$ cat config.mk
export PLATFORM = sky130hd
export DESIGN_NAME = dcs_regs
export DESIGN_NICKNAME = d
export VERILOG_FILES = /design/src/pkg/dcs_pkg.sv /design/src/core/dcs_lowflags.sv /design/src/core/dcs_regs.sv
export SDC_FILE = /design/constraint.sdc
export NUM_CORES = 1
export LEC_CHECK = 0
export BUFFER_PORTS_ARGS = -buffer_cell sky130_fd_sc_hd__buf_2
export CAP_MARGIN = 20
export CORE_UTILIZATION = 40
export CTS_CLUSTER_DIAMETER = 80
export DETAILED_ROUTE_END_ITERATION = 8
export PLACE_DENSITY = 0.83
export SYNTH_ARGS = -nofsm -noshare
export SYNTH_HDL_FRONTEND = slang
export SYNTH_SLANG_ARGS = --single-unit
$ cat constraint.sdc
create_clock -name ref_clk -period 1.5 [get_ports ref_clk]
set_input_delay 0.225 -clock ref_clk [delete_from_list [all_inputs] [get_ports ref_clk]]
set_output_delay 0.225 -clock ref_clk [all_outputs]
set_load 0.05 [all_outputs]
$ cat src/pkg/dcs_pkg.sv
// constants and types for the debug control and status register pair
//
// What this block does
// - debug_enable bit gates background mode entry
// - special single chip reset sets debug_enable
// - debug_mode_active set on entry, cleared on exit
// - special single chip reset sets debug_mode_active
// - continue_in_stop selects stop clocks when enabled
// - writes to continue_in_stop ignored in stop
// - steal bit picks free-cycle wait or next cycle with ack on; with ack off accesses always take the next cycle
// - clock switch sets once, cleared only by reset
// - unsecured_status follows security, not writable
// - erase pending set by command, cleared on done
// - other low flags clear only by writing one
// - host_overrun_flag cleared only by sync
// - failed commands, and commands setting a flag other than ram write fault, get long acknowledge
// - first acknowledge after wait or stop is long
// - pin overrun defers long acknowledge until byte received
// - unimplemented opcode illegal flag gives no long acknowledge
// - wait flag clear blocked while in wait
// - stop flag set only when enabled, clear outside stop
// - ram write fault flag set on double fault
// - overrun set on early command, suppresses accesses
// - no_response_flag forces data bytes to 0xEE
package dcs_pkg;
	// ----------------------------------------------------------------
	// register field positions
	// ----------------------------------------------------------------
	localparam int HI_ENABLE   = 7;
	localparam int HI_ACTIVE   = 6;
	localparam int HI_CIS      = 5;
	localparam int HI_STEAL    = 3;
	localparam int HI_SERIAL_CLOCK_SOURCE_SELECT    = 2;
	localparam int HI_UNSECURED_STATUS    = 1;
	localparam int HI_ERASE    = 0;
	localparam int LO_WAIT     = 7;
	localparam int LO_STOP     = 6;
	localparam int LO_RAM_WRITE_FAULT_FLAG    = 5;
	localparam int LO_HOST_OVERRUN_FLAG    = 4;
	localparam int LO_NO_RESPONSE_FLAG   = 3;
	localparam int LO_ILLEGAL_COMMAND_FLAG   = 2;
	localparam int LO_SPARE    = 1;
	localparam int LO_SPARE0   = 0;
	// ----------------------------------------------------------------
	// values
	// ----------------------------------------------------------------
	localparam logic [7:0] NO_RESPONSE_FLAG_BYTE   = 8'hEE;
	localparam logic [7:0] HI_WR_MASK    = 8'hAC;  // bits 7,5,3,2
	localparam logic [7:0] LO_W1C_MASK   = 8'hEF;  // all but bit 4
	localparam int         STEAL_TIMEOUT = 512;
	localparam int         SERIAL_CLOCK_SOURCE_SELECT_WAIT    = 150;
	// ----------------------------------------------------------------
	// acknowledge length state
	// ----------------------------------------------------------------
	typedef enum logic [1:0]
	{
		DCS_ACK_NORMAL  = 2'b00,
		DCS_ACK_LONG    = 2'b01,
		DCS_ACK_DEFER   = 2'b11
	} dcs_ack_t;
endpackage

$ cat src/core/dcs_lowflags.sv
// sticky flag bank of the low status register
`timescale 1ns/100ps
module dcs_lowflags
	import dcs_pkg::*;
#(
	parameter int W = 8
)
(
	input  wire logic         ref_clk,
	input  wire logic         rst_b,
	input  wire logic [W-1:0] set_ev,      // hardware set events
	input  wire logic [W-1:0] clr_req,     // write-one clear requests
	input  wire logic [W-1:0] clr_block,   // clear not allowed now
	output logic      [W-1:0] flags
);
	logic [W-1:0] next_flags;  // next flag values

	// set wins over clear in the same cycle
	always_comb
	begin
		next_flags = (flags & ~(clr_req & ~clr_block)) | set_ev;
	end

	// register the flags
	always_ff @(posedge ref_clk)
	begin
		if (!rst_b)
			flags <= '0;
		else
			flags <= next_flags;
	end
endmodule

$ cat src/core/dcs_regs.sv
// control and status register pair of the background debug controller
`timescale 1ns/100ps
module dcs_regs
	import dcs_pkg::*;
(
	input  wire logic       ref_clk,
	input  wire logic       rst_b,
	input  wire logic       special_single_chip,  // mode strap, sampled at release
	input  wire logic       soft_reset,           // soft reset pulse
	input  wire logic       hi_wr,                // write high register command
	input  wire logic       lo_wr,                // write low register command
	input  wire logic [7:0] wr_data,              // command data byte
	input  wire logic       bdm_enter,            // entering background mode
	input  wire logic       bdm_exit,             // exit sequence
	input  wire logic       in_stop,              // device in stop mode
	input  wire logic       stop_request,         // cpu requests stop
	input  wire logic       in_wait,              // device in wait mode
	input  wire logic       wait_enter,           // entering wait mode
	input  wire logic       secure,               // device secured
	input  wire logic       erase_cmd,            // mass erase command
	input  wire logic       erase_done,           // mass erase sequence done
	input  wire logic       ram_dfault,           // ecc double fault on debug write
	input  wire logic       early_cmd,            // command before previous done
	input  wire logic       pin_overrun,          // host low during pending ack
	input  wire logic       byte_received,        // whole byte after overrun edge
	input  wire logic       sync_pulse,           // host sync pulse
	input  wire logic       no_response_flag_ev,            // access did not complete
	input  wire logic       illegal_command_flag_ev,            // illegal command, other cause
	input  wire logic       illegal_command_flag_unimpl,        // unimplemented opcode
	input  wire logic       ack_enabled,          // acknowledge handshake on
	input  wire logic       ack_now,              // acknowledge being issued
	input  wire logic       cmd_failed,           // current command not executed right
	input  wire logic [7:0] access_data,          // raw data byte of access
	output logic      [7:0] ctrl_high,            // high register read value
	output logic      [7:0] ctrl_low,             // low register read value
	output logic      [7:0] access_out,           // data byte returned to host
	output logic            bdm_allowed,          // background mode may be entered
	output logic            restricted_cmds,      // restricted command set only
	output logic            keep_serial_clock,    // keep serial clock in stop
	output logic            keep_all_clocks,      // keep all clocks in stop
	output logic            steal_next_cycle,     // accesses take next bus cycle
	output logic            fast_clock_select,    // serial clock from fast clock
	output logic            access_suppress,      // internal accesses suppressed
	output logic            long_ack              // current acknowledge is long
);
	// ----------------------------------------------------------------
	// high register state
	// ----------------------------------------------------------------
	logic enable, next_enable;      // debug_enable
	logic active, next_active;      // debug_mode_active
	logic cis, next_cis;            // continue_in_stop
	logic steal, next_steal;        // immediate access select
	logic serial_clock_source_select, next_serial_clock_source_select;        // serial_clock_source_select
	logic erase, next_erase;        // mass erase pending
	logic strap_done, next_strap_done;  // strap sampled once after release
	logic [7:0] lo_flags;           // w1c flag bank
	logic host_overrun_flag, next_host_overrun_flag;        // host_overrun_flag
	dcs_ack_t ack_st, next_ack_st;  // acknowledge length tracking
	logic [7:0] lo_set, lo_clr, lo_blk;
	logic [1:0] ws_seen, next_ws_seen;  // wait, stop long ack already given

	// next values of the high register
	always_comb
	begin
		next_strap_done = 1'b1;
		next_enable = enable;
		next_active = active;
		next_cis    = cis;
		next_steal  = steal;
		next_serial_clock_source_select  = serial_clock_source_select;
		next_erase  = erase;
		// strap caught by a clocked process after release, not in reset
		if (!strap_done && special_single_chip)
		begin
			next_enable = 1'b1;
			next_active = 1'b1;
		end
		if (hi_wr)
		begin
			next_enable = wr_data[HI_ENABLE];
			next_steal  = wr_data[HI_STEAL];
			if (!in_stop)
				next_cis = wr_data[HI_CIS];
			if (wr_data[HI_SERIAL_CLOCK_SOURCE_SELECT])
				next_serial_clock_source_select = 1'b1;
		end
		// bit 6 is hardware only; exit clears, entry sets and wins
		if (bdm_exit)
			next_active = 1'b0;
		if (bdm_enter && next_enable)
			next_active = 1'b1;
		// erase pending: set only by command, set wins over completion
		if (erase_done || soft_reset)
			next_erase = 1'b0;
		if (erase_cmd)
			next_erase = 1'b1;
	end

	// register the high register
	always_ff @(posedge ref_clk)
	begin
		if (!rst_b)
		begin
			strap_done <= 1'b0;
			enable     <= 1'b0;
			active     <= 1'b0;
			cis        <= 1'b0;
			steal      <= 1'b0;
			serial_clock_source_select      <= 1'b0;
			erase      <= 1'b0;
		end
		else
		begin
			strap_done <= next_strap_done;
			enable     <= next_enable;
			active     <= next_active;
			cis        <= next_cis;
			steal      <= next_steal;
			serial_clock_source_select      <= next_serial_clock_source_select;
			erase      <= next_erase;
		end
	end

	// ----------------------------------------------------------------
	// low register flags
	// ----------------------------------------------------------------
	// set and clear terms per bit; bit 4 lives outside the bank
	always_comb
	begin
		lo_set = 8'h00;
		lo_set[LO_WAIT]   = wait_enter;
		lo_set[LO_STOP]   = stop_request & enable;
		lo_set[LO_RAM_WRITE_FAULT_FLAG]  = ram_dfault;
		lo_set[LO_NO_RESPONSE_FLAG] = no_response_flag_ev;
		lo_set[LO_ILLEGAL_COMMAND_FLAG] = illegal_command_flag_ev | illegal_command_flag_unimpl;
		lo_clr = lo_wr ? (wr_data & LO_W1C_MASK) : 8'h00;
		lo_blk = 8'h00;
		lo_blk[LO_WAIT] = in_wait;
		lo_blk[LO_STOP] = in_stop;
		lo_blk[LO_HOST_OVERRUN_FLAG] = 1'b1;
	end

	dcs_lowflags #(.W(8)) u_flags
	(
		.ref_clk   (ref_clk),
		.rst_b     (rst_b),
		.set_ev    (lo_set),
		.clr_req   (lo_clr),
		.clr_block (lo_blk),
		.flags     (lo_flags)
	);

	// overrun: set by early command or pin overrun, only sync clears
	always_comb
	begin
		next_host_overrun_flag = host_overrun_flag;
		if (sync_pulse)
			next_host_overrun_flag = 1'b0;
		if (early_cmd || pin_overrun)
			next_host_overrun_flag = 1'b1;
	end

	always_ff @(posedge ref_clk)
	begin
		if (!rst_b)
			host_overrun_flag <= 1'b0;
		else
			host_overrun_flag <= next_host_overrun_flag;
	end

	// ----------------------------------------------------------------
	// acknowledge length
	// ----------------------------------------------------------------
	// a pin overrun defers the long pulse until a whole byte arrives
	always_comb
	begin
		next_ack_st  = ack_st;
		next_ws_seen = ws_seen;
		if (!lo_flags[LO_WAIT])
			next_ws_seen[0] = 1'b0;
		if (!lo_flags[LO_STOP])
			next_ws_seen[1] = 1'b0;
		case (ack_st)
			DCS_ACK_NORMAL:
				if (pin_overrun)
					next_ack_st = DCS_ACK_DEFER;
			DCS_ACK_DEFER:
				if (byte_received)
					next_ack_st = DCS_ACK_LONG;
			DCS_ACK_LONG:
				if (sync_pulse)
					next_ack_st = DCS_ACK_NORMAL;
			default:
				next_ack_st = DCS_ACK_NORMAL;
		endcase
		if (ack_now && ack_enabled)
		begin
			if (lo_flags[LO_WAIT])
				next_ws_seen[0] = 1'b1;
			if (lo_flags[LO_STOP])
				next_ws_seen[1] = 1'b1;
		end
	end

	always_ff @(posedge ref_clk)
	begin
		if (!rst_b)
		begin
			ack_st  <= DCS_ACK_NORMAL;
			ws_seen <= 2'b00;
		end
		else
		begin
			ack_st  <= next_ack_st;
			ws_seen <= next_ws_seen;
		end
	end

	// long when this command sets no_response_flag or the illegal flag, or fails; unimplemented opcode excluded
	always_comb
	begin
		long_ack = 1'b0;
		if (ack_enabled && ack_now)
		begin
			if (no_response_flag_ev || illegal_command_flag_ev || cmd_failed)
				long_ack = 1'b1;
			if (lo_flags[LO_WAIT] && !ws_seen[0])
				long_ack = 1'b1;
			if (lo_flags[LO_STOP] && !ws_seen[1])
				long_ack = 1'b1;
			if (ack_st == DCS_ACK_LONG || (host_overrun_flag && ack_st == DCS_ACK_NORMAL))
				long_ack = 1'b1;
			if (illegal_command_flag_unimpl && !illegal_command_flag_ev)
				long_ack = 1'b0;
			if (ack_st == DCS_ACK_DEFER)
				long_ack = 1'b0;
		end
	end

	// ----------------------------------------------------------------
	// read values and control outputs
	// ----------------------------------------------------------------
	always_ff @(posedge ref_clk)
	begin
		if (!rst_b)
		begin
			ctrl_high  <= 8'h00;
			ctrl_low   <= 8'h00;
			access_out <= 8'h00;
		end
		else
		begin
			// bit 4 of high always zero
			ctrl_high <= {next_enable, next_active, next_cis, 1'b0, next_steal,
				next_serial_clock_source_select, ~secure, next_erase};
			ctrl_low  <= {lo_flags[7:5], host_overrun_flag, lo_flags[3:0]};
			access_out <= lo_flags[LO_NO_RESPONSE_FLAG] ? NO_RESPONSE_FLAG_BYTE : access_data;
		end
	end

	assign bdm_allowed       = enable;
	assign restricted_cmds   = ~enable;
	assign keep_serial_clock = enable & in_stop;
	assign keep_all_clocks   = enable & cis & in_stop;
	assign steal_next_cycle  = steal | ~ack_enabled;
	assign fast_clock_select = serial_clock_source_select;
	assign access_suppress   = host_overrun_flag;
endmodule

==> results of run 1 <==
logic make-up after synthesis:
family                     synth area share, %
and+or+nand+nor                           18.3
DFF                                       53.9
AOI/OAI and AO/OA                         13.3
buffers and inverters                     7.48
muxes                                     2.99
adders and majority gates                 3.74
other                                    0.280
placed cells by master, fill, tap and decap left out:
cell type	instances
nor2_1	2
ha_4	3
o31a_1	1
inv_4	2
and2_1	9
a222oi_1	2
bufinv_16	1
a211oi_4	1
nor2b_1	13
nand3b_1	1
and3b_1	2
o2bb2ai_1	1
buf_6	1
buf_2	69
clkinv_1	1
clkinv_2	1
dfxtp_1	33
a21oi_1	7
dfxtp_4	1
dfxtp_2	2
o21a_1	6
nand2b_1	5
and3_1	1
o311a_1	1
mux2i_1	4
nand3_1	1
clkinvlp_4	1
ha_1	1
buf_4	9
conb_1	1
a21boi_0	4
inv_1	5
nand2_1	7
nor4_1	1
a211oi_1	1
clkbuf_4	6
o21ai_0	1
per-stage QoR:
step	util [%]	setup slack, ns
final	61.1	-0.245
after global routing	61.1	-0.363
after global placement	56.2	-0.00536
after floorplan	-	0.0481
after CTS	60.6	-0.250
after detailed placement	56.2	-0.00630
state kept, by name (all words and copies together), names as in the netlist:
name             cells
ctrl_low             8
u_flags.flags        7
ctrl_high            6
strap_done           1
ack_st               2
ws_seen              2
access_suppress      1
access_out           8
bdm_allowed          1
repair_timing:
item                                    CTS  global route
setup buffers                             2             0
endpoints found under the setup margin    1             4
hold buffers                              0             0
pin swaps                                 4             1
resized for setup                        13             3
power by group:
part	leakage [nW]	internal [mW]	total (mW)	switching (mW)
sequential	0.299	1.04	1.10	0.0596
clock	0.0412	0.347	0.672	0.325
combinational	0.583	0.343	0.770	0.428
total	0.923	1.73	2.54	0.812
path summary, 6_finish.rpt:
kind | startpoint | to | slack [ns]
worst min register to register | u_flags.flags[0]$_SDFF_PN0_ | ctrl_low[0]$_SDFF_PN0_ | 0.46
worst max-delay path | ack_st[0]$_SDFFE_PN0P_ | long_ack | -0.25
worst min-delay path | secure | ctrl_high[1]$_SDFF_PN0_ | 0.03
worst max register to register | ack_st[0]$_SDFFE_PN0P_ | ack_st[0]$_SDFFE_PN0P_ | 0.10
synth_stat cells, drive strengths merged:
master / n / share of area (%)
a211oi: 2 / 1.1
a21boi: 4 / 2.2
a21oi: 7 / 2.6
a222oi: 2 / 1.5
and2: 9 / 4.2
and3: 1 / 0.47
and3b: 2 / 1.3
buf: 9 / 4.7
clkbuf: 2 / 0.56
clkinv: 1 / 0.28
conb: 1 / 0.28
dfxtp: 36 / 54
ha: 4 / 3.7
inv: 7 / 2.0
mux2i: 4 / 3.0
nand2: 7 / 2.0
nand2b: 5 / 2.3
nand3: 1 / 0.37
nand3b: 1 / 0.56
nor2: 2 / 0.56
nor2b: 13 / 6.1
nor4: 1 / 0.47
o21a: 6 / 3.4
o21ai: 1 / 0.37
o2bb2ai: 1 / 0.65
o311a: 1 / 0.75
o31a: 1 / 0.65
final cells by class:
| type | instances | area (um2) |
|---|---|---|
| inverter | 8 | 35.0 |
| clock buffer | 5 | 37.5 |
| fill | 286 | 1210 |
| multi-input combinational | 76 | 567 |
| clock inverter | 3 | 42.5 |
| timing repair buffer | 80 | 432 |
| sequential | 36 | 727 |
| tap | 44 | 55.1 |
per-layer routing:
layer,track usage [%],routed length (um)
met1,20.2,1320
met2,31.3,1450
met3,5.84,181
met4,6.98,12
met5,0,0
worst max-delay path, cell delays in order (launching register included):
cell and delay [ns]:
dfxtp_4 0.40, inv_4 0.05, ha_4 0.15, a222oi_1 0.21, buf_4 0.17, a211oi_4 0.05
buf_6 0.15
==> summary.txt, run 1 <==
Run status
  • Status: finished with violations
  • Failing checks: negative setup slack

Global routing
  • Largest net degree at the start of global routing: 20
  • Initial antenna violation count: 0
  • Number of global-route vias before repair: 1065
  • First-pass GRT wire length: 4.61 mm
  • GRT Overall Usage: 18.0%
  • GRT overflow: 0

Setup path
  • Worst-path maximum fanout: 3
  • Worst setup SP type: flip-flop
  • CP endpoint kind: output port
  • Crit path DAT: 1.52 ns
  • Critical path type: flip-flop to output port
  • Req. time, crit path: 1.27 ns
  • Reg2reg path depth: 5

Yosys
  • Syn Std Cell Area: 0.00134 mm2
  • Synth Register Bits: 36
  • Sequential fraction of the synthesis area: 53.9%
  • Syn Nets: 177
  • Avg Cell Area, Syn: 10.2 um2
  • Yosys cell types: 28
  • Yosys warnings: 0
  • Post-Synthesis Cells: 131

Timing
  • Max Fclk: 0.573 GHz
  • Fin crit share: 116%
  • Minimum clock period: 1.75 ns
  • Setup slack after layout: -0.245 ns
  • Final setup fails: 1
  • Final Hold Fails: 0
  • Slew Viols, Final: 0
  • Setup TNS: -0.245 ns
  • Final hold slack: 0.0341 ns
  • RSZ-0062 raised after global routing: true
  • Clock Skew: 0.00319 ns

Detailed routing
  • Vias per inst: 4.52
  • Drt pass-1 iters: 4
  • WL final: 2.97 mm
  • Via count: 1140
  • Residual DRC: 0
  • Routed length per instance: 11.8 um
  • Antenna-violating nets left: 0
  • Starting DRT DRC Count: 43

Cells and area
  • Cell area after layout: 0.00190 mm2
  • ANT cells: 0
  • Area grow syn2layout: 41.7%
  • Layout Cells excl Fill: 252
  • Layout cells sized above 1: 46.6%
  • Final net count: 253

Placement
  • Placer Congestion: 0.694
  • Final HPWL DP: 2.19 mm
  • Placed insts: 242
  • Area after DPL: 0.00174 mm2
  • PortBufs: 71

Clock tree
  • Maximum clock path buffer count: 2
  • TritonCTS clock tree: done
  • Number of H-tree levels: 2
  • Clock Pin Slew Worst Setup and Hold Paths: 0.11 ns
  • Clock latency at the later pin of the worst-skew pair: 0.34 ns
  • CTS buffer count: 5
  • CTS Root Cell: clkbuf_4
  • CTS sink count: 36

Min path
  • Hold Path Class: input pin to flip-flop
  • Hold depth: 2

Flow run
  • Max Cap Viol: 0

Floorplan
  • Die ar.: 0.00358 mm2
  • Core area: 0.00310 mm2
  • Die Ht: 59.8 um
  • Starting Density: 43.1%
  • FP Rows: 20
  • Die width: 59.8 um
  • # IOs: 74

Pwr
  • P_leak: 0.923 nW
  • P per Cell Area: 1340 mW/mm2
  • Total power draw: 2.54 mW
  • Worst ir drop on vdd: 0.806 mV
Note: power is estimated with default switching activity, not from simulation.
==> inputs of run 2 (changes only) <==
==> constraint.sdc (replaced) <==
create_clock -name ref_clk -period 1.5 [get_ports ref_clk]
set_input_delay 0.3 -clock ref_clk [delete_from_list [all_inputs] [get_ports ref_clk]]
set_output_delay 0.3 -clock ref_clk [all_outputs]
set_load 0.05 [all_outputs]
==> run 2 against run 1 <==
Effect of this change:
- the run still ends with negative setup slack left
- combinational power decreased by 2%
- count of clock-buffer cells in the layout unchanged
- global-route usage increased by 0.054 points
- final area decreased by 1.5%
- first-iteration DRC count increased by 12%
- critical path depth unchanged
- via count increased by 0.61%
- clock power decreased by 22%
- sequential power about the same
- register-to-register slack about the same
==> summary.txt, run 2 (same netlist as run 1, synthesis figures left out) <==
Run status
  • Status: finished with violations
  • Failing checks: negative setup slack

Cells and area
  • Cell area after layout: 0.00187 mm2 (-1.5%)
  • Most frequent cells in the layout: 68 x buf_2, 32 x dfxtp_1, 13 x nor2b_1
  • Final net count: 253 (unchanged)
  • Top flop regs: access_out (8), ctrl_low (8), u_flags.flags (7)
  • Area grow syn2layout: 39.6%
  • ANT cells: 0 (unchanged)
  • Commonest non-fill, non-tap cell in the layout: buf_2
  • Layout cells sized above 1: 47.6% (+0.96 points)

Timing
  • Final hold slack: 0.0849 ns (+0.0508 ns)
  • Max Fclk: 0.544 GHz (-5.1%)
  • Slew Viols, Final: 0 (unchanged)
  • Minimum clock period: 1.84 ns (+0.0940 ns)
  • RSZ-0062 raised after global routing: true
  • Final Hold Fails: 0 (unchanged)
  • Fin crit share: 123% (+6.3 points)
  • Clock Skew: 0.0105 ns (+0.00732 ns)
  • Setup slack after layout: -0.339 ns (-0.0940 ns)
  • Final setup fails: 1 (unchanged)

Global routing
  • Initial antenna violation count: 0 (unchanged)
  • First-pass GRT wire length: 4.57 mm (-0.91%)
  • Number of global-route vias before repair: 1029 (-3.4%)
  • GRT overflow: 0 (unchanged)
  • Largest net degree at the start of global routing: 20 (unchanged)
  • GRT Overall Usage: 18.0% (+0.054 points)

Detailed routing
  • Residual DRC: 0 (unchanged)
  • Vias per inst: 4.55 (+0.61%)
  • Starting DRT DRC Count: 48 (+12%)
  • WL final: 2.97 mm (+0.20%)
  • Drt pass-1 iters: 4 (unchanged)
  • Routed length per instance: 11.8 um (+0.20%)
  • Antenna-violating nets left: 0 (unchanged)
  • Via count: 1147 (+0.61%)

Placement
  • Pre-CTS setup slack: -0.216 ns (-0.209 ns)
  • Area after DPL: 0.00175 mm2 (about the same)
  • PortBufs: 71 (unchanged)
  • Placer Congestion: 0.716 (+3.2%)

Pwr
  • P per Cell Area: 1260 mW/mm2 (-5.9%)
  • Worst ir drop on vdd: 0.648 mV (-20%)
  • P_leak: 0.908 nW (-1.6%)

Clock tree
  • Number of H-tree levels: 2 (unchanged)
  • CTS sink count: 36 (unchanged)
  • # hold bufs at CTS: 0 (unchanged)
  • Maximum clock path buffer count: 2 (unchanged)
  • Clock Pin Slew Worst Setup and Hold Paths: 0.12 ns (about the same)
  • CTS buffer count: 5 (unchanged)
  • TritonCTS clock tree: done
  • Clock latency at the later pin of the worst-skew pair: 0.34 ns (about the same)
  • CTS Root Cell: clkbuf_4

Floorplan
  • FP Rows: 20 (unchanged)
  • # IOs: 74 (unchanged)
  • Die width: 59.8 um (unchanged)
  • Die Ht: 59.8 um (unchanged)
  • Starting Density: 43.1% (unchanged)
  • Core area: 0.00310 mm2 (unchanged)
  • Die ar.: 0.00358 mm2 (unchanged)

Setup path
  • CP top delay family: buffers and inverters
  • R2r setup slk: 0.10 ns (about the same)
  • Critical path type: flip-flop to output port
  • Levels on crit path: 6 (unchanged)
  • Worst path max stage delay: 0.34 ns (-0.06 ns)
  • Critical Path Start: ack_st[1]$_SDFFE_PN0P_
  • Req. time, crit path: 1.20 ns (-0.07 ns)
  • Crit path DAT: 1.54 ns (+0.02 ns)
  • RR Startpoint: ack_st[1]$_SDFFE_PN0P_
  • Worst-path maximum fanout: 3 (unchanged)
  • CP endpoint kind: output port
  • Crit path buffers/inverters: 3 (unchanged)
  • Cells along the critical path: inv_2 -> ha_4 -> a222oi_1 -> buf_4 -> a211oi_4 -> buf_6
  • R2r endpoint: ack_st[1]$_SDFFE_PN0P_
  • Worst setup SP type: flip-flop
  • Worst Setup EP: long_ack
  • Reg2reg path depth: 5 (unchanged)
  • Crit-path slowest cell: dfxtp_2

Flow run
  • Max Cap Viol: 0 (unchanged)

Min path
  • HP Start: secure
  • Hold Path Class: input pin to flip-flop
==> run 2: cell types whose count changed in the layout (fill, tap and decap cells not counted), moves of 2 or more <==
cell | previous run | this run
ha_4 | 3 | 1
buf_4 | 9 | 11
dfxtp_2 | 2 | 4
inv_2 | 0 | 2
inv_4 | 2 | 0
==> run 2: worst reg2reg max path: cells and delay by family (launching register included) <==
family / cells / cell delay, ns
flops: 1 / 0.35
mux: 1 / 0.16
fa+ha+maj: 1 / 0.23
compound gates: 1 / 0.36
buf+inv: 2 / 0.24
==> run 2: power by group <==
part / total (mW) / internal (mW) / switching, mW
Combinational: 0.751 / 0.337 / 0.414
Clock: 0.524 / 0.184 / 0.340
Sequential: 1.08 / 1.04 / 0.0436
==> run 2: per-layer routing <==
metal | global-route usage (%) | vias to the layer above | share of wire [%]
met5 | 0 | - | 0
met3 | 8.01 | 2 | 8.4
li1 | - | 579 | -
met4 | 4.98 | 0 | 0.88
met2 | 28.4 | 51 | 46
met1 | 22.3 | 515 | 45
==> run 2: layout make-up <==
| type | count | area, um2 |
|---|---|---|
| sequential | 36 | 726 |
| clock inverter | 3 | 23.8 |
| tap | 44 | 55.1 |
| multi-input combinational | 76 | 561 |
| fill | 300 | 1240 |
| timing repair buffer | 80 | 434 |
| clock buffer | 5 | 37.5 |
| inverter | 8 | 30.0 |
==> run 2: worst min-delay path by stage <==
stage | cells past startpoint | to
finish | 2 | ctrl_high[1]$_SDFF_PN0_
global route | 2 | ctrl_high[1]$_SDFF_PN0_
CTS | 2 | ctrl_high[1]$_SDFF_PN0_
detailed placement | 1 | ctrl_low[2]$_SDFF_PN0_
global placement | 1 | ctrl_low[0]$_SDFF_PN0_
floorplan | 0 | strap_done$_DFF_P_
==> run 2: stage by stage <==
step | setup TNS (ns) | std cells | utilization (%) | power [mW]
floorplan | -0.0186 | 131 | - | 1.50
global placement | -0.115 | 242 | 56.3 | 1.73
detailed placement | -0.216 | 242 | 56.3 | 1.75
CTS | -0.342 | 252 | 60.0 | 2.37
global route | -0.423 | 252 | 60.2 | 2.50
finish | -0.339 | 252 | 60.2 | 2.35
==> run 2: repair_timing <==
| action | CTS | global route |
|---|---|---|
| setup buffers | 2 | 1 |
| endpoints found under the setup margin | 3 | 5 |
| pin swaps | 4 | 1 |
| gates resized for setup | 12 | 2 |
==> inputs of run 3 (changes only) <==
- ABC_AREA: not set -> 1
==> run 3 against run 2 <==
Effect of this change:
- the flow still finishes with violations (negative setup slack)
- area after synthesis is 0.94% higher
- clock skew is 0.0022 ns higher
- die area is 0.90% higher
- core utilization is 1.0 points lower
- non-clock buffer count is 7 lower
- global-route usage is 1.2 points lower
- first-iteration DRC count is 6.3% lower
- total power is 1.9% lower
- count of clock-buffer cells in the layout is 1 higher
- critical endpoint unchanged
==> summary.txt, run 3 <==
Run status
  • Status: finished with violations
  • Failing checks: negative setup slack

Setup path
  • Crit path buffers/inverters: 2 (-1)
  • Crit path DAT: 1.41 ns (-0.13 ns)
  • Worst-path maximum fanout: 3 (unchanged)
  • CP top delay family: flip-flops
  • Req. time, crit path: 1.20 ns (about the same)
  • CP endpoint kind: output port
  • Cells along the critical path: inv_4 -> ha_4 -> a21oi_2 -> nand3_1 -> nand2_2 -> nor2_4 -> buf_8
  • Crit-path slowest cell: dfxtp_4
  • Worst setup SP type: flip-flop
  • Critical path type: flip-flop to output port
  • Worst path max stage delay: 0.40 ns (+0.06 ns)

Floorplan
  • Starting Density: 43.2% (+0.055 points)
  • FP Rows: 20 (unchanged)
  • Core area: 0.00313 mm2 (+0.81%)
  • Die ar.: 0.00361 mm2 (+0.90%)
  • # IOs: 74 (unchanged)
  • Die Ht: 60.1 um (+0.45%)
  • Die width: 60.1 um (+0.45%)

Timing
  • Clock Skew: 0.0127 ns (+0.00220 ns)
  • Setup slack after layout: -0.214 ns (+0.125 ns)
  • Minimum clock period: 1.71 ns (-0.125 ns)
  • Max Fclk: 0.583 GHz (+7.3%)
  • Final setup fails: 1 (unchanged)
  • RSZ-0062 raised after global routing: true
  • Fin crit share: 114% (-8.3 points)
  • Slew Viols, Final: 0 (unchanged)
  • Final Hold Fails: 0 (unchanged)

Cells and area
  • Most frequent cells in the layout: 68 x buf_2, 42 x nand2_1, 33 x dfxtp_1
  • ANT cells: 0 (unchanged)
  • Filler cells: 293 (-2.3%)
  • Layout cells sized above 1: 40.9% (-6.7 points)
  • Top flop regs: access_out (8), ctrl_low (8), u_flags.flags (7)
  • Final net count: 287 (+13%)
  • Area grow syn2layout: 37.0%
  • Commonest non-fill, non-tap cell in the layout: buf_2
  • Cell area after layout: 0.00185 mm2 (-0.94%)

Pwr
  • Total power draw: 2.31 mW (-1.9%)
  • P per Cell Area: 1250 mW/mm2 (-0.97%)
  • P_leak: 1.05 nW (+15%)
  • Worst ir drop on vdd: 0.673 mV (+3.8%)

Yosys
  • Main flop type after synthesis: dfxtp_1
  • FFs w/ async S/R, synth: 0% (unchanged)
  • Avg Cell Area, Syn: 7.94 um2 (-22%)
  • Yosys warnings: 0 (unchanged)
  • Syn Nets: 216 (+22%)
  • Synth top area cells: dfxtp_1 53%, nand2_1 12%, inv_1 7.2%, a21oi_1 5.2%, nor2_1 5.0%
  • Sequential fraction of the synthesis area: 53.4% (-0.50 points)
  • Syn Std Cell Area: 0.00135 mm2 (+0.94%)
  • Area leader, netlist: dfxtp_1
  • Top-count cell post-synth: nand2_1
  • EDFF count, synth: 0 (unchanged)
  • Commonest cells post-synth: 43 x nand2_1, 36 x dfxtp_1, 26 x inv_1, 18 x nor2_1, 14 x a21oi_1
  • Post-Synthesis Cells: 170 (+30%)
  • Synth Register Bits: 36 (unchanged)
  • Share of the synthesized area in the top cell type: 53.4% (-0.50 points)
  • Yosys cell types: 19 (-32%)

Global routing
  • Largest net degree at the start of global routing: 24 (+20%)
  • Number of global-route vias before repair: 1129 (+9.7%)
  • GRT overflow: 0 (unchanged)
  • GRT Overall Usage: 16.8% (-1.2 points)
  • Initial antenna violation count: 0 (unchanged)
  • First-pass GRT wire length: 4.43 mm (-3.0%)

Clock tree
  • Clock Pin Slew Worst Setup and Hold Paths: 0.11 ns (about the same)
  • CTS buffer count: 5 (unchanged)
  • CTS sink count: 36 (unchanged)
  • CTS Root Cell: clkbuf_4
  • Maximum clock path buffer count: 2 (unchanged)
  • Clock latency at the later pin of the worst-skew pair: 0.34 ns (about the same)
  • TritonCTS clock tree: done
  • Number of H-tree levels: 2 (unchanged)

Detailed routing
  • Drt pass-1 iters: 4 (unchanged)
  • Vias per inst: 4.31 (-5.2%)
  • Antenna-violating nets left: 0 (unchanged)
  • Via count: 1234 (+7.6%)
  • Residual DRC: 0 (unchanged)
  • Routed length per instance: 9.46 um (-20%)
  • WL final: 2.71 mm (-8.9%)
  • Starting DRT DRC Count: 45 (-6.3%)

Flow run
  • Max Cap Viol: 0 (unchanged)

Placement
  • Area after DPL: 0.00172 mm2 (-1.5%)
  • Final HPWL DP: 2.01 mm
  • Placer Congestion: 0.736 (+2.7%)
  • PortBufs: 71 (unchanged)

Min path
  • Hold Path Class: input pin to flip-flop
[run 3: cell count changes in the layout (fill, tap and decap cells not counted), moves of 8 or more]
cell,previous run,this run
and2_1,9,0
buf_4,11,3
inv_1,5,24
nand2_1,7,42
nor2_1,2,16
nor2b_1,13,0
[run 3: cell families (layout without fill, tap and decap cells)]
logic type | after synthesis | count (layout) | share of synthesized area [%]
simple gates | 73 | 73 | 22.3
compound gates | 19 | 19 | 7.69
flops | 36 | 36 | 53.4
buf+inv | 37 | 109 | 12.6
other cells | 1 | 1 | 0.278
fa+ha+maj | 4 | 4 | 3.71
[run 3: what timing repair did]
| item | CTS | global route |
|---|---|---|
| buffers inserted | 1 | 0 |
| endpoints found under the setup margin | 1 | 3 |
| resized for setup | 11 | 11 |
| endpoints found under the hold margin | 0 | 0 |
| pin swaps | 6 | 1 |
| hold buffers | 0 | 0 |
[run 3: worst reg2reg max path: cells and delay by family, from the launching register on]
| kind | cells | cell delay [ns] |
|---|---|---|
| adders and majority gates | 1 | 0.15 |
| DFF | 1 | 0.40 |
| buffers and inverters | 1 | 0.04 |
| and+or+nand+nor | 5 | 0.44 |
[run 3: final timing paths]
path,start,endpoint,slack (ns),depth (start not counted)
worst max-delay path,ack_st[0]$_SDFFE_PN0P_,long_ack,-0.21,7
worst min-delay path,secure,ctrl_high[1]$_SDFF_PN0_,0.11,2
worst max register to register,ack_st[0]$_SDFFE_PN0P_,ack_st[0]$_SDFFE_PN0P_,0.42,7
worst min register to register,u_flags.flags[2]$_SDFF_PN0_,ctrl_low[2]$_SDFF_PN0_,0.43,2
[run 3: metrics by stage]
step	TNS, ns	cells	util [%]	hold WS [ns]	worst slack [ns]
floorplan	-0.00128	170	-	0.328	-0.00128
global placement	0	277	55.0	0.406	0.0358
detailed placement	0	277	55.0	0.414	0.0199
CTS	-0.201	286	57.8	0.0998	-0.201
global route	-0.313	286	59.1	0.0850	-0.313
finish	-0.214	286	59.1	0.114	-0.214
[run 3: report_power, final]
group	switching, mW	internal, mW
registers	0.0582	1.04
clock network	0.304	0.223
logic	0.429	0.253
total	0.791	1.52
[run 3: cell type report]
class | count | area [um2] | area share [%]
Tap cell | 44 | 55.1 | 2.98
Inverter | 28 | 110 | 5.95
Timing Repair Buffer | 73 | 385 | 20.8
Sequential cell | 36 | 727 | 39.3
Clock inverter | 2 | 10.0 | 0.541
Multi-Input combinational cell | 97 | 510 | 27.6
Clock buffer | 6 | 51.3 | 2.77
[run 3: metal layers]
metal	routed length, um	share of wire [%]	global-route usage (%)
met5	0	0	0
met4	48	1.8	7.64
met3	160	5.9	7.36
met2	1330	49	29.5
met1	1170	43	17.1
